## config.mk

```make
export PLATFORM = sky130hd
export DESIGN_NAME = gpt_unit
export DESIGN_NICKNAME = d
export VERILOG_FILES = /design/src/logic/gpt_pkg.sv /design/src/logic/gpt_tmr_if.sv /design/src/logic/gpt_timer.sv /design/src/logic/gpt_prescaler.sv /design/src/logic/gpt_unit.sv
export SDC_FILE = /design/constraint.sdc
export NUM_CORES = 1
export LEC_CHECK = 0
export ABC_CLOCK_PERIOD_IN_PS = 4600
export BUFFER_PORTS_ARGS = -buffer_cell sky130_fd_sc_hd__buf_2
export CAP_MARGIN = 10
export CORE_MARGIN = 2
export CORE_UTILIZATION = 55
export CTS_BUF_LIST = sky130_fd_sc_hd__clkbuf_8
export DETAILED_ROUTE_END_ITERATION = 6
export GPL_TIMING_DRIVEN = 0
export MAX_ROUTING_LAYER = met4
export PLACE_DENSITY = 0.83
export SETUP_SLACK_MARGIN = 0.3
export SLEW_MARGIN = 20
export SYNTH_ARGS = -nofsm -noshare
export SYNTH_HDL_FRONTEND = slang
export SYNTH_SLANG_ARGS = --single-unit
```

## constraint.sdc

```tcl
create_clock -name clk_in -period 4.6 [get_ports clk_in]
set_input_delay 0.23 -clock clk_in [delete_from_list [all_inputs] [get_ports clk_in]]
set_output_delay 0.23 -clock clk_in [all_outputs]
set_load 0.03 [all_outputs]
```

## src/logic/gpt_pkg.sv

```systemverilog
package gpt_pkg;
    // ----------------------------------------
    // Widths and timer slots
    // ----------------------------------------
    localparam int TMR_W = 16;
    localparam int NUM_TMR = 5;
    localparam int T_AUX_LO = 0;
    localparam int T_CORE_A = 1;
    localparam int T_AUX_HI = 2;
    localparam int T_AUX_B = 3;
    localparam int T_CORE_B = 4;
    localparam logic [TMR_W-1:0] TMR_ZERO = 16'h0000;
    localparam logic [TMR_W-1:0] TMR_MAX = 16'hFFFF;
    localparam logic [TMR_W-1:0] TMR_ONE = 16'h0001;
    // ----------------------------------------
    // Prescaler
    // ----------------------------------------
    localparam int PRE_W = 10;
    localparam logic [PRE_W-1:0] PRE_ALL = 10'h3FF;
    localparam logic [3:0] PRE_A_BASE = 4'h3;
    localparam logic [3:0] PRE_B_BASE = 4'h2;
    // ----------------------------------------
    // Synchronised pin vector positions
    // ----------------------------------------
    localparam int PIN_W = 11;
    localparam int PIN_A_IN = 0;
    localparam int PIN_A_UD = 3;
    localparam int PIN_B_IN = 6;
    localparam int PIN_B_UD = 8;
    localparam int PIN_CAP = 10;
    // ----------------------------------------
    // Register indices (byte address = index * 4)
    // ----------------------------------------
    localparam logic [9:0] IDX_CTRL_A = 10'h000;
    localparam logic [9:0] IDX_CTRL_B = 10'h003;
    localparam logic [9:0] IDX_TMR = 10'h005;
    localparam logic [9:0] IDX_CAPTURE_RELOAD_REG = 10'h00A;
    localparam logic [9:0] IDX_STATUS = 10'h00B;
    localparam logic [15:0] CTRL_RST = 16'h0000;
    // ----------------------------------------
    // Control fields
    // ----------------------------------------
    localparam int F_SEL = 0;
    localparam int F_MODE = 3;
    localparam int F_CLK = 3;
    localparam int F_RUN = 5;
    localparam int F_DOWN = 6;
    localparam int F_EXTDIR = 7;
    localparam int F_EDGE = 8;
    localparam int F_FUNC = 10;
    localparam int F_RELOAD = 10;
    localparam int F_CAPEDGE = 10;
    localparam int F_TLCLK = 12;
    localparam int F_CAPSRC = 12;
    localparam int F_CLRCAP = 14;
    localparam int F_TL_A = 6;
    localparam int F_TL_B = 7;
    typedef enum logic [1:0] {
        MODE_TIMER = 2'b00, MODE_GATED = 2'b01, MODE_COUNTER = 2'b10, MODE_INCR = 2'b11
    } gpt_mode_t;
    typedef enum logic [1:0] {
        FUNC_OWN = 2'b00, FUNC_RELOAD = 2'b01, FUNC_CAPTURE = 2'b10
    } gpt_func_t;
    typedef enum logic [1:0] {
        CLK_PRESCALE = 2'b00, CLK_EXT = 2'b01, CLK_TOGGLE = 2'b10
    } gpt_clk_t;
endpackage

```

## src/logic/gpt_tmr_if.sv

```systemverilog
`timescale 1ns/1ps
interface gpt_tmr_if;
    import gpt_pkg::*;
    logic step;
    logic down;
    logic load;
    logic [TMR_W-1:0] load_val;
    logic [TMR_W-1:0] cnt;
    logic wrap;
    modport ctl(output step, output down, output load, output load_val, input cnt, input wrap);
    modport tmr(input step, input down, input load, input load_val, output cnt, output wrap);
endinterface

```

## src/logic/gpt_timer.sv

```systemverilog
`timescale 1ns/1ps
module gpt_timer import gpt_pkg::*; (
    input wire logic clk_in,
    input wire logic rst_b_in,
    gpt_tmr_if.tmr tif
);
    typedef struct packed {
        logic [TMR_W-1:0] cnt;
    } gpt_tmr_state_t;
    gpt_tmr_state_t q;
    gpt_tmr_state_t d;

    assign tif.cnt = q.cnt;
    // RULE19 - wrap at limit
    assign tif.wrap = tif.step & (tif.down ? (q.cnt == TMR_ZERO) : (q.cnt == TMR_MAX));

    always_comb begin
        d = q;
        if (tif.load) begin
            d.cnt = tif.load_val;
        end else if (tif.step) begin
            d.cnt = tif.down ? q.cnt - TMR_ONE : q.cnt + TMR_ONE;
        end
    end

    always_ff @(posedge clk_in) begin
        if (!rst_b_in) begin
            q <= '0;
        end else begin
            q <= d;
        end
    end
endmodule // gpt_timer

```

## src/logic/gpt_prescaler.sv

```systemverilog
`timescale 1ns/1ps
module gpt_prescaler import gpt_pkg::*; (
    input wire logic clk_in,
    input wire logic rst_b_in,
    input wire logic [2:0][2:0] sel_a_in,
    input wire logic [1:0][2:0] sel_b_in,
    output logic [2:0] tick_a_out,
    output logic [1:0] tick_b_out
);
    typedef struct packed {
        logic [PRE_W-1:0] cnt;
    } gpt_pre_state_t;
    gpt_pre_state_t q;
    gpt_pre_state_t d;

    function automatic logic is_tick(input logic [PRE_W-1:0] c, input logic [3:0] sh);
        is_tick = &(c | (PRE_ALL << sh));
    endfunction

    genvar g;
    generate
        for (g = 0; g < 3; g++) begin : g_a
            // RULE3 - divide 8 to 1024
            assign tick_a_out[g] = is_tick(q.cnt, {1'b0, sel_a_in[g]} + PRE_A_BASE);
        end
        for (g = 0; g < 2; g++) begin : g_b
            // RULE11 - divide 4 to 512
            assign tick_b_out[g] = is_tick(q.cnt, {1'b0, sel_b_in[g]} + PRE_B_BASE);
        end
    endgenerate

    always_comb begin
        d = q;
        d.cnt = q.cnt + 10'h001;
    end

    always_ff @(posedge clk_in) begin
        if (!rst_b_in) begin
            q <= '0;
        end else begin
            q <= d;
        end
    end
endmodule // gpt_prescaler

```

## src/logic/gpt_unit.sv

```systemverilog
// Operation
// RULE1 - each group A timer selects timer, gated, counter or quadrature mode
// RULE2 - timer mode counts up or down on the prescaled clock
// RULE3 - group A prescaler codes 0..7 divide by 8 up to 1024
// RULE4 - counter mode counts selected edges of the timer input pin
// RULE5 - gated mode counts prescaled ticks only while the gate is high
// RULE6 - quadrature mode derives count and direction from input and updown pins
// RULE7 - core A toggle latch flips on each wrap and drives its pin
// RULE8 - aux A timers may count core A toggle latch transitions
// RULE9 - aux A timers may act as reload source or capture target for core A
// RULE10 - group B holds two timers and the capture reload register
// RULE11 - group B prescaler codes 0..7 divide by 4 up to 512
// RULE12 - group B direction set by software, optionally flipped by updown pin
// RULE13 - core B toggle latch flips on wrap, clocks aux B, drives pin
// RULE14 - core B wrap clocks compare unit timers and reloads core B
// RULE15 - selected capture pin edge copies aux B into capture register
// RULE16 - aux B optionally cleared right after each capture
// RULE17 - capture may also be triggered by core A input or direction pin
// RULE18 - all five timers are 16 bits and may be chained in their group
// RULE19 - up count wraps max to zero, down count wraps zero to max
// RULE20 - each wrap and each capture sets a sticky request flag; aux A captures of core A set no flag here
`timescale 1ns/1ps
module gpt_unit import gpt_pkg::*; (
    input wire logic clk_in,
    input wire logic rst_b_in,
    input wire logic psel,
    input wire logic penable,
    input wire logic pwrite,
    input wire logic [11:0] paddr,
    input wire logic [31:0] pwdata,
    output logic [31:0] prdata,
    output logic pready,
    output logic pslverr,
    input wire logic [2:0] timer_input_pin_a_in,
    input wire logic [2:0] updown_pin_a_in,
    input wire logic [1:0] timer_input_pin_b_in,
    input wire logic [1:0] updown_pin_b_in,
    input wire logic capture_pin_in,
    output logic core_a_toggle_pin_out,
    output logic core_b_toggle_pin_out,
    output logic compare_unit_clk_out
);
    // ----------------------------------------
    // State
    // ----------------------------------------
    typedef struct packed {
        logic [PIN_W-1:0] s1;
        logic [PIN_W-1:0] s2;
        logic [PIN_W-1:0] s3;
        logic [2:0][15:0] ca;
        logic [1:0][15:0] cb;
        logic [TMR_W-1:0] capture_reload_reg;
        logic [5:0] flag;
        logic tl_a;
        logic tl_b;
        logic cmp;
        logic [31:0] rdata;
        logic rdy;
        logic err;
    } gpt_state_t;
    gpt_state_t q;
    gpt_state_t d;

    logic [NUM_TMR-1:0] step;
    logic [NUM_TMR-1:0] down;
    logic [NUM_TMR-1:0] ld;
    logic [NUM_TMR-1:0][TMR_W-1:0] ldv;
    logic [NUM_TMR-1:0][TMR_W-1:0] cnt;
    logic [NUM_TMR-1:0] wrap;
    logic [2:0] tick_a;
    logic [1:0] tick_b;
    logic [2:0][2:0] sel_a;
    logic [1:0][2:0] sel_b;

    function automatic logic edge_hit(input logic r, input logic f, input logic [1:0] sel);
        edge_hit = (sel[0] & r) | (sel[1] & f);
    endfunction

    // ----------------------------------------
    // Prescaler and timers
    // ----------------------------------------
    genvar g;
    generate
        for (g = 0; g < 3; g++) begin : g_sel_a
            assign sel_a[g] = q.ca[g][F_SEL+:3];
        end
        for (g = 0; g < 2; g++) begin : g_sel_b
            assign sel_b[g] = q.cb[g][F_SEL+:3];
        end
    endgenerate

    gpt_prescaler u_pre (
        .clk_in(clk_in),
        .rst_b_in(rst_b_in),
        .sel_a_in(sel_a),
        .sel_b_in(sel_b),
        .tick_a_out(tick_a),
        .tick_b_out(tick_b)
    );

    gpt_tmr_if tif [NUM_TMR] ();
    generate
        for (g = 0; g < NUM_TMR; g++) begin : g_tmr
            assign tif[g].step = step[g];
            assign tif[g].down = down[g];
            assign tif[g].load = ld[g];
            assign tif[g].load_val = ldv[g];
            assign cnt[g] = tif[g].cnt;
            assign wrap[g] = tif[g].wrap;
            // RULE18 - 16-bit timer
            gpt_timer u_tmr (
                .clk_in(clk_in),
                .rst_b_in(rst_b_in),
                .tif(tif[g])
            );
        end
    endgenerate

    // ----------------------------------------
    // Next state
    // ----------------------------------------
    logic [PIN_W-1:0] rise;
    logic [PIN_W-1:0] fall;
    logic [PIN_W-1:0] lvl;
    logic [15:0] c;
    logic ea;
    logic eb;
    logic trig;
    logic acc;
    logic we;
    logic mapped;
    logic [9:0] idx;
    logic [31:0] rd;

    always_comb begin
        d = q;
        step = '0;
        down = '0;
        ld = '0;
        ldv = '0;
        c = CTRL_RST;
        ea = 1'b0;
        eb = 1'b0;
        // Two-stage pin synchroniser, third stage for edges
        d.s1 = {capture_pin_in, updown_pin_b_in, timer_input_pin_b_in, updown_pin_a_in, timer_input_pin_a_in};
        d.s2 = q.s1;
        d.s3 = q.s2;
        lvl = q.s2;
        rise = q.s2 & ~q.s3;
        fall = ~q.s2 & q.s3;

        // Group A timers
        for (int i = 0; i < 3; i++) begin
            c = q.ca[i];
            ea = rise[PIN_A_IN+i] | fall[PIN_A_IN+i];
            eb = rise[PIN_A_UD+i] | fall[PIN_A_UD+i];
            down[i] = c[F_DOWN] ^ (c[F_EXTDIR] & lvl[PIN_A_UD+i]);
            // RULE1 - mode select
            unique case (gpt_mode_t'(c[F_MODE+:2]))
                // RULE2 - prescaled count
                MODE_TIMER: begin
                    step[i] = tick_a[i];
                end
                // RULE5 - gate level
                MODE_GATED: begin
                    step[i] = tick_a[i] & lvl[PIN_A_IN+i];
                end
                // RULE4 - external edges
                MODE_COUNTER: begin
                    step[i] = edge_hit(rise[PIN_A_IN+i], fall[PIN_A_IN+i], c[F_EDGE+:2]);
                end
                // RULE6 - quadrature decode
                MODE_INCR: begin
                    step[i] = ea ^ eb;
                    down[i] = ea ? (lvl[PIN_A_IN+i] == lvl[PIN_A_UD+i])
                                 : (lvl[PIN_A_IN+i] != lvl[PIN_A_UD+i]);
                end
            endcase
            if (i != T_CORE_A) begin
                // RULE8 - chained to toggle latch
                if (c[F_TLCLK]) begin
                    step[i] = wrap[T_CORE_A];
                end
                // RULE9 - aux as capture register
                if (gpt_func_t'(c[F_FUNC+:2]) == FUNC_CAPTURE) begin
                    step[i] = 1'b0;
                    ld[i] = edge_hit(rise[PIN_A_IN+i], fall[PIN_A_IN+i], c[F_EDGE+:2]);
                    ldv[i] = cnt[T_CORE_A];
                end else if (gpt_func_t'(c[F_FUNC+:2]) == FUNC_RELOAD) begin
                    step[i] = 1'b0;
                end
            end
            step[i] = step[i] & c[F_RUN];
        end
        // RULE9 - aux as reload source
        if (wrap[T_CORE_A]) begin
            if (gpt_func_t'(q.ca[T_AUX_LO][F_FUNC+:2]) == FUNC_RELOAD) begin
                ld[T_CORE_A] = 1'b1;
                ldv[T_CORE_A] = cnt[T_AUX_LO];
            end else if (gpt_func_t'(q.ca[T_AUX_HI][F_FUNC+:2]) == FUNC_RELOAD) begin
                ld[T_CORE_A] = 1'b1;
                ldv[T_CORE_A] = cnt[T_AUX_HI];
            end
        end
        // RULE7 - core A toggle latch
        if (wrap[T_CORE_A]) begin
            d.tl_a = ~q.tl_a;
        end

        // Group B timers
        for (int j = 0; j < 2; j++) begin
            c = q.cb[j];
            // RULE12 - software and pin direction
            down[T_AUX_B+j] = c[F_DOWN] ^ (c[F_EXTDIR] & lvl[PIN_B_UD+j]);
            // RULE10 - clock source
            unique case (gpt_clk_t'(c[F_CLK+:2]))
                CLK_PRESCALE: step[T_AUX_B+j] = tick_b[j];
                CLK_EXT: step[T_AUX_B+j] = edge_hit(rise[PIN_B_IN+j], fall[PIN_B_IN+j], c[F_EDGE+:2]);
                // RULE13 - aux B on toggle latch
                CLK_TOGGLE: step[T_AUX_B+j] = (j == 0) & wrap[T_CORE_B];
                default: step[T_AUX_B+j] = 1'b0;
            endcase
            step[T_AUX_B+j] = step[T_AUX_B+j] & c[F_RUN];
        end
        // RULE13 - core B toggle latch
        if (wrap[T_CORE_B]) begin
            d.tl_b = ~q.tl_b;
        end
        // RULE14 - compare clock and reload
        d.cmp = wrap[T_CORE_B];
        if (wrap[T_CORE_B] & q.cb[1][F_RELOAD]) begin
            ld[T_CORE_B] = 1'b1;
            ldv[T_CORE_B] = q.capture_reload_reg;
        end
        c = q.cb[0];
        if (c[F_CAPSRC+:2] == 2'b00) begin
            // RULE15 - capture pin edge
            trig = edge_hit(rise[PIN_CAP], fall[PIN_CAP], c[F_CAPEDGE+:2]);
        end else begin
            // RULE17 - core A pin edges
            trig = (c[F_CAPSRC] & edge_hit(rise[PIN_A_IN+T_CORE_A], fall[PIN_A_IN+T_CORE_A], c[F_CAPEDGE+:2]))
                 | (c[F_CAPSRC+1] & edge_hit(rise[PIN_A_UD+T_CORE_A], fall[PIN_A_UD+T_CORE_A], c[F_CAPEDGE+:2]));
        end

        // APB slave
        acc = psel & penable;
        idx = paddr[11:2];
        mapped = (idx <= IDX_STATUS);
        we = acc & q.rdy & pwrite & mapped;
        d.rdy = acc & ~q.rdy;
        d.err = acc & ~q.rdy & ~mapped;
        rd = '0;
        if (idx < IDX_CTRL_B) begin
            rd[15:0] = q.ca[idx[1:0]];
        end else if (idx < IDX_TMR) begin
            rd[15:0] = q.cb[idx[1:0] - 2'h3];
        end else if (idx < IDX_CAPTURE_RELOAD_REG) begin
            rd[15:0] = cnt[3'(idx - IDX_TMR)];
        end else if (idx == IDX_CAPTURE_RELOAD_REG) begin
            rd[15:0] = q.capture_reload_reg;
        end else if (idx == IDX_STATUS) begin
            rd[5:0] = q.flag;
            rd[F_TL_A] = q.tl_a;
            rd[F_TL_B] = q.tl_b;
        end
        if (acc & ~q.rdy) begin
            d.rdata = rd;
        end
        if (we) begin
            if (idx < IDX_CTRL_B) begin
                d.ca[idx[1:0]] = pwdata[15:0];
            end else if (idx < IDX_TMR) begin
                d.cb[idx[1:0] - 2'h3] = pwdata[15:0];
            end else if (idx < IDX_CAPTURE_RELOAD_REG) begin
                ld[3'(idx - IDX_TMR)] = 1'b1;
                ldv[3'(idx - IDX_TMR)] = pwdata[15:0];
            end else if (idx == IDX_CAPTURE_RELOAD_REG) begin
                d.capture_reload_reg = pwdata[15:0];
            end else if (idx == IDX_STATUS) begin
                d.flag = q.flag & ~pwdata[5:0];
            end
        end
        if (trig) begin
            // RULE15 - capture aux B
            d.capture_reload_reg = cnt[T_AUX_B];
            // RULE16 - clear after capture
            if (c[F_CLRCAP]) begin
                ld[T_AUX_B] = 1'b1;
                ldv[T_AUX_B] = TMR_ZERO;
            end
        end
        // RULE20 - sticky flags, set wins
        d.flag = d.flag | {trig, wrap};
    end

    always_ff @(posedge clk_in) begin
        if (!rst_b_in) begin
            q <= '0;
        end else begin
            q <= d;
        end
    end

    // ----------------------------------------
    // Outputs
    // ----------------------------------------
    assign prdata = q.rdata;
    assign pready = q.rdy;
    assign pslverr = q.err;
    // RULE7 - latch drives pin
    assign core_a_toggle_pin_out = q.tl_a;
    // RULE13 - latch drives pin
    assign core_b_toggle_pin_out = q.tl_b;
    // RULE14 - compare unit clock
    assign compare_unit_clk_out = q.cmp;
endmodule // gpt_unit

```

==> results_dict.tcl, run 1 <==
set metrics [dict create \
    outcome "finished, violations left" \
    violations "DRC" \
    clockPowerShare 0.455 \
    timing.final.max_slew_violations 0 \
    power.internal_mw 3.33 \
    cts-root-buf "clkbuf_8" \
    drive_above_1_share 0.104 \
    startpoint_type "input port" \
    gr-total-overflow 0 \
    io_pins 97 \
    setup_tns_ns 0 \
    rsz0062_at_grt "true" \
    skew_ns 0.0306 \
    die_x_um 180 \
    combPwrFrac 0.077 \
    yosys_most_used_dff "dfxtp_1" \
    drt_iter0_drc 2825 \
    track_usage 0.428 \
    synth_edf_count 0 \
    peakVddDrop_v 0.000260 \
    die_y_um 180 \
    grt_max_degree 19 \
    initial_core_util 0.557 \
    rows 64 \
    tritoncts "yes" \
    numCtsBuffers 43 \
    port_buffers 60 \
    max_slew.worst_pin.slew_ns 1.34 \
    crit_path_end_kind "flip-flop" \
    fillCellCount 2706 \
    hold_violations 0 \
    timing.final.crit_period_ns 4.15 \
    final_area_um2 19000 \
    switchingPower_mw 1.26 \
    synthArstFlopShare 0 \
    critPathKind "in2reg" \
    worstPathRequired_ns 5.02 \
    wl_per_cell_um 25.5 \
    post_dp_cell_area_um2 17900 \
    yosysWarnings 0 \
    gp_congestion 1.04 \
    synthCells 2162 \
    p_total_mw 4.59 \
    place_hpwl_um 50500 \
    cp.arrival_ns 4.57 \
    clkTransAtPathRegs_ns 0.06 \
    first_global_vias 17000 \
    slew_headroom 0.108 \
    post-route-util 0.623 \
    post-place-ws_ns -0.504 \
    seq_power_share 0.468 \
    setup_slack_ns 0.450 \
    cts.sinks 244 \
    area_growth_pct 12.0 \
    powerDensity_nw_per_um2 241 \
    synth.distinct_cells 90 \
    synth-seq-cells 244 \
    fin_nets 2475 \
    dieArea_um2 32300 \
    drt_pass1_iterations 7 \
    clock_latency_ns 0.59 \
    htreeDepth 2 \
    vias 18400 \
    multi_input_area_um2 11300 \
    wirelength_um 69700 \
    setup_viol 0 \
    p_leak_nw 7.61 \
    fmax_mhz 241 \
    crit_fanout 12 \
    fin_crit_sh 0.902 \
    syn_area_um2 17000 \
    coreArea_um2 30500 \
    ys_seq_area_frac 0.288 \
    synth.avg_cell_area_um2 7.86 \
    drc 22 \
    grt_pass1_wl_um 104000 \
    ant_nets 0 \
    drv_cap 0 \
    hp-class "in2reg" \
    ff_latch_area_um2 4880 \
    antenna_found_initial 2 \
    vias_per_cell 6.72 \
    swShare 0.275 \
    clockBufferDepth 3 \
]
[layout by cell type (no fill, tap or decap), drive strengths merged, types with 24 or more instances in the layout]
master	n
a21oi	174
inv	54
nor4	30
nor3	45
o21ai	104
nand3	46
buf	135
ha	102
nor2	188
o211ai	39
nand2	295
dfxtp	244
and2	42
a222oi	24
mux2i	107
xnor2	51
a211oi	46
xor2	40
clkbuf	156
a31oi	34
o22ai	25
nand4	35
[critical path, cell delays in order]
cell	delay, ns
buf_2	0.21
buf_2	0.35
clkinv_1	0.29
clkbuf_1	0.35
ha_1	0.40
xor2_2	0.47
buf_2	0.38
mux2i_1	0.30
o21ai_0	0.14
a222oi_1	0.52
nor2_1	0.10
o311ai_0	0.68
a21oi_1	0.14
[area by class of cell]
type                       count  area share
multi-input combinational   1725       0.593
tap                          396      0.0261
sequential                   244       0.257
clock buffer                  50      0.0362
timing repair buffer          86      0.0285
clock inverter                21     0.00862
inverter                      41     0.00809
buffer                       167      0.0418
antenna                        5    0.000658
[state kept, by name, indices dropped and copies added (netlist names)]
name	count
c	16
compare_unit_clk_out	1
core_a_toggle_pin_out	1
core_b_toggle_pin_out	1
d	11
g_tmr.u_tmr.tif.cnt	80
lvl	11
prdata	16
pready	1
pslverr	1
q	95
u_pre.q	10
[cells in the mapped netlist (25+ instances only)]
cell	count	area [um^2]
dfxtp_1	244	4880
clkbuf_1	106	398
mux2i_1	107	1070
a21oi_1	174	871
o21ai_0	103	515
nor4_1	29	181
and2_1	41	257
inv_1	38	143
nor3_1	43	215
buf_4	40	300
nor2_1	186	698
ha_1	102	1280
xor2_1	39	342
nand2_1	291	1090
nand3_1	45	225
a211oi_1	45	338
o22ai_1	25	156
xnor2_1	51	447
o211ai_1	39	293
nand4_1	35	219
a31oi_1	34	213
[layer usage]
metal | wire (um) | vias to the layer above | global-route usage
met5 | 0 | - | -
met1 | 28100 | 8611 | 0.582
met4 | 3790 | 0 | 0.205
met2 | 28100 | 1325 | 0.590
li1 | - | 8168 | -
met3 | 9720 | 264 | 0.106
[final timing paths]
path / from / to / slack [ns] / cells past startpoint
worst max-delay path: paddr[2] / prdata[4]$_SDFFE_PN0P_ / 0.45 / 13
worst min-delay path: pwdata[12] / g_tmr[0].u_tmr.tif.cnt[12]$_SDFFE_PN0P_ / 0.02 / 3
worst max register to register: q[141]$_SDFF_PN0_ / g_tmr[2].u_tmr.tif.cnt[14]$_SDFFE_PN0P_ / 0.46 / 15
worst min register to register: d[158]$_SDFF_PN0_ / lvl[8]$_SDFF_PN0_ / 0.43 / 1
[logic make-up (layout without fill, tap and decap cells)]
family,Yosys count,after routing,share of synthesized area
AOI/OAI and AO/OA,609,609,0.240
xor gates and xnor gates,91,91,0.0474
adders and majority gates,108,108,0.0816
buffers and inverters,208,365,0.0557
DFF,244,244,0.288
muxes,109,109,0.0644
other,1,21,0.000221
and+or+nand+nor,792,792,0.223
[power groups by stage]
stage	Clock, mW	Sequential, mW	Combinational (mW)
after CTS	2.07	2.15	0.332
after floorplan	0	2.19	0.184
after global placement	0	2.19	0.315
after detailed placement	0	2.19	0.322
final	2.09	2.15	0.353
after global routing	2.17	2.15	0.359
[stage by stage]
stage | hold slack [ns] | cells
5_1_grt | 0.0569 | 2733
4_1_cts | 0.0227 | 2725
3_3_place_gp | 0.415 | 2633
3_5_place_dp | 0.419 | 2634
6_report | 0.0188 | 2735
2_1_floorplan | 0.357 | 2177
[repair_timing]
| item | CTS | global route |
|---|---|---|
| pin swaps | 0 | 2 |
| hold buffers | 12 | 0 |
| endpoints found under the hold margin | 12 | 0 |
| gates resized for setup | 1 | 5 |
| setup buffers | 8 | 5 |
| setup endpoints to repair | 8 | 8 |
Note: power is estimated with default switching activity, not from simulation.
==> run 2: changes to the inputs <==
CORE_UTILIZATION = 25   (was 55)
PLACE_DENSITY = 0.48   (was 0.83)
==> results_dict.tcl, run 2 (same netlist as run 1, synthesis figures left out) <==
set metrics [dict create \
    port_buffers 60 \
    htreeDepth 2 \
    gp_congestion 0.971 \
    mostFrequentLayoutCell "nand2_1" \
    min_to "g_tmr[0].u_tmr.tif.cnt[12]$_SDFFE_PN0P_" \
    rows 95 \
    drc 0 \
    setup_tns_ns 0 \
    critPathKind "reg2reg" \
    post-route-util 0.294 \
    area_growth_pct 16.1 \
    clock_latency_ns 0.62 \
    largest_register_ffs 95 \
    timing.final.max_slew_violations 0 \
    fin_crit_sh 0.924 \
    coreArea_um2 67200 \
    swShare 0.271 \
    seq_power_share 0.436 \
    regMostFlops "q" \
    drive_above_1_share 0.108 \
    hold_start "pwdata[12]" \
    cts.sinks 244 \
    die_x_um 265 \
    peakVddDrop_v 0.000162 \
    cts-root-buf "clkbuf_8" \
    power.internal_mw 3.59 \
    cp.arrival_ns 4.80 \
    timing.final.crit_period_ns 4.25 \
    tritoncts "yes" \
    drv_cap 0 \
    worstPathRequired_ns 5.15 \
    final_cell_mix "nand2_1 (291), dfxtp_1 (244), nor2_1 (186)" \
    vias 17900 \
    fmax_mhz 235 \
    max_slew.worst_pin.slew_ns 1.25 \
    grt_pass1_wl_um 112000 \
    wl_per_cell_um 24.2 \
    numCtsBuffers 45 \
    die_y_um 265 \
    crit_fanout 5 \
    combPwrFrac 0.072 \
    outcome "finished clean" \
    startpoint_type "flip-flop" \
    skew_ns 0.0342 \
    setup_viol 0 \
    drt_iter0_drc 2029 \
    reg2reg_setup_slack_ns 0.35 \
    ff2ff_path_depth 15 \
    track_usage 0.220 \
    place_hpwl_um 57700 \
    r2r_end "g_tmr[1].u_tmr.tif.cnt[14]$_SDFFE_PN0P_" \
    first_global_vias 16800 \
    switchingPower_mw 1.33 \
    fin_nets 2471 \
    p_leak_nw 7.64 \
    whs_path_depth 3 \
    antenna_found_initial 1 \
    crit_path_end_kind "flip-flop" \
    slew_headroom 0.164 \
    hp-class "in2reg" \
    clockPowerShare 0.492 \
    gr-total-overflow 0 \
    powerDensity_nw_per_um2 250 \
    io_pins 97 \
    wirelength_um 77800 \
    vias_per_cell 5.59 \
    clkTransAtPathRegs_ns 0.06 \
    rsz0062_at_grt "true" \
    drt_pass1_iterations 7 \
    initial_core_util 0.253 \
    dieArea_um2 70000 \
    clockBufferDepth 3 \
    ff_latch_area_um2 4880 \
    worstReg2RegStart "q[140]$_SDFF_PN0_" \
    fillCellCount 7160 \
    ant_nets 0 \
    hold_violations 0 \
    grt_max_degree 19 \
    multi_input_area_um2 11300 \
]
==> run 2: worst max-delay path: stages (launching register included) <==
cell       delay [ns]
dfxtp_1          0.33
inv_1            0.05
ha_1             0.33
xnor2_1          0.21
xnor2_1          0.20
mux2i_4          0.21
buf_4            0.22
fa_1             0.45
a21o_1           0.19
a21oi_2          0.20
o21ai_0          0.19
a2111oi_2        0.43
nor3_1           0.16
or4b_2           0.64
a41oi_1          0.22
o211a_1          0.17
==> run 2: layout make-up <==
type	instances	area share
antenna	2	0.000254
buffer	167	0.0405
clock buffer	55	0.0384
clock inverter	23	0.0128
inverter	41	0.00780
multi-input combinational	1725	0.573
sequential	244	0.248
tap	873	0.0554
timing repair buffer	80	0.0247
==> run 2: routing by layer <==
| layer | up-vias | GRT usage | routed length (um) |
|---|---|---|---|
| li1 | 8167 | - | - |
| met1 | 8621 | 0.290 | 33800 |
| met2 | 946 | 0.331 | 33400 |
| met3 | 199 | 0.0345 | 6620 |
| met4 | 0 | 0.102 | 3980 |
| met5 | - | - | 0 |
==> run 2: timing repair <==
item,4_1_cts,5_1_grt
setup endpoints to repair,9,9
buffers inserted,6,0
resized for setup,3,7
pin swaps,0,1
endpoints found under the hold margin,12,0
hold buffers,12,0
==> run 2: metrics by stage <==
step / hold WS, ns / area [um^2] / setup slack [ns] / cells / total power, mW
2_1_floorplan: 0.357 / 17000 / 0.381 / 2177 / 2.37
3_3_place_gp: 0.419 / 18400 / -0.580 / 3110 / 2.52
3_5_place_dp: 0.419 / 18500 / -0.479 / 3112 / 2.53
4_1_cts: 0.0137 / 19700 / 0.225 / 3208 / 4.94
5_1_grt: 0.0283 / 19700 / 0.162 / 3209 / 5.06
6_report: 0.0175 / 19700 / 0.350 / 3210 / 4.93
==> run 2: power groups by stage <==
| stage | Sequential, mW | Combinational [mW] | Clock, mW |
|---|---|---|---|
| 3_5_place_dp | 2.19 | 0.334 | 0 |
| 6_report | 2.15 | 0.353 | 2.43 |
| 2_1_floorplan | 2.19 | 0.184 | 0 |
| 5_1_grt | 2.15 | 0.366 | 2.54 |
| 3_3_place_gp | 2.19 | 0.329 | 0 |
| 4_1_cts | 2.15 | 0.342 | 2.45 |
==> run 2: worst max-delay path by stage <==
stage,end,slack (ns),cells after the start,start
final,g_tmr[1].u_tmr.tif.cnt[14]$_SDFFE_PN0P_,0.35,15,q[140]$_SDFF_PN0_
after CTS,g_tmr[1].u_tmr.tif.cnt[14]$_SDFFE_PN0P_,0.23,15,q[140]$_SDFF_PN0_
after global routing,g_tmr[1].u_tmr.tif.cnt[14]$_SDFFE_PN0P_,0.16,15,q[140]$_SDFF_PN0_
after floorplan,g_tmr[2].u_tmr.tif.cnt[15]$_SDFFE_PN0P_,0.38,14,q[141]$_SDFF_PN0_
after global placement,g_tmr[2].u_tmr.tif.cnt[15]$_SDFFE_PN0P_,-0.58,14,q[141]$_SDFF_PN0_
after detailed placement,prdata[5]$_SDFFE_PN0P_,-0.48,14,paddr[2]
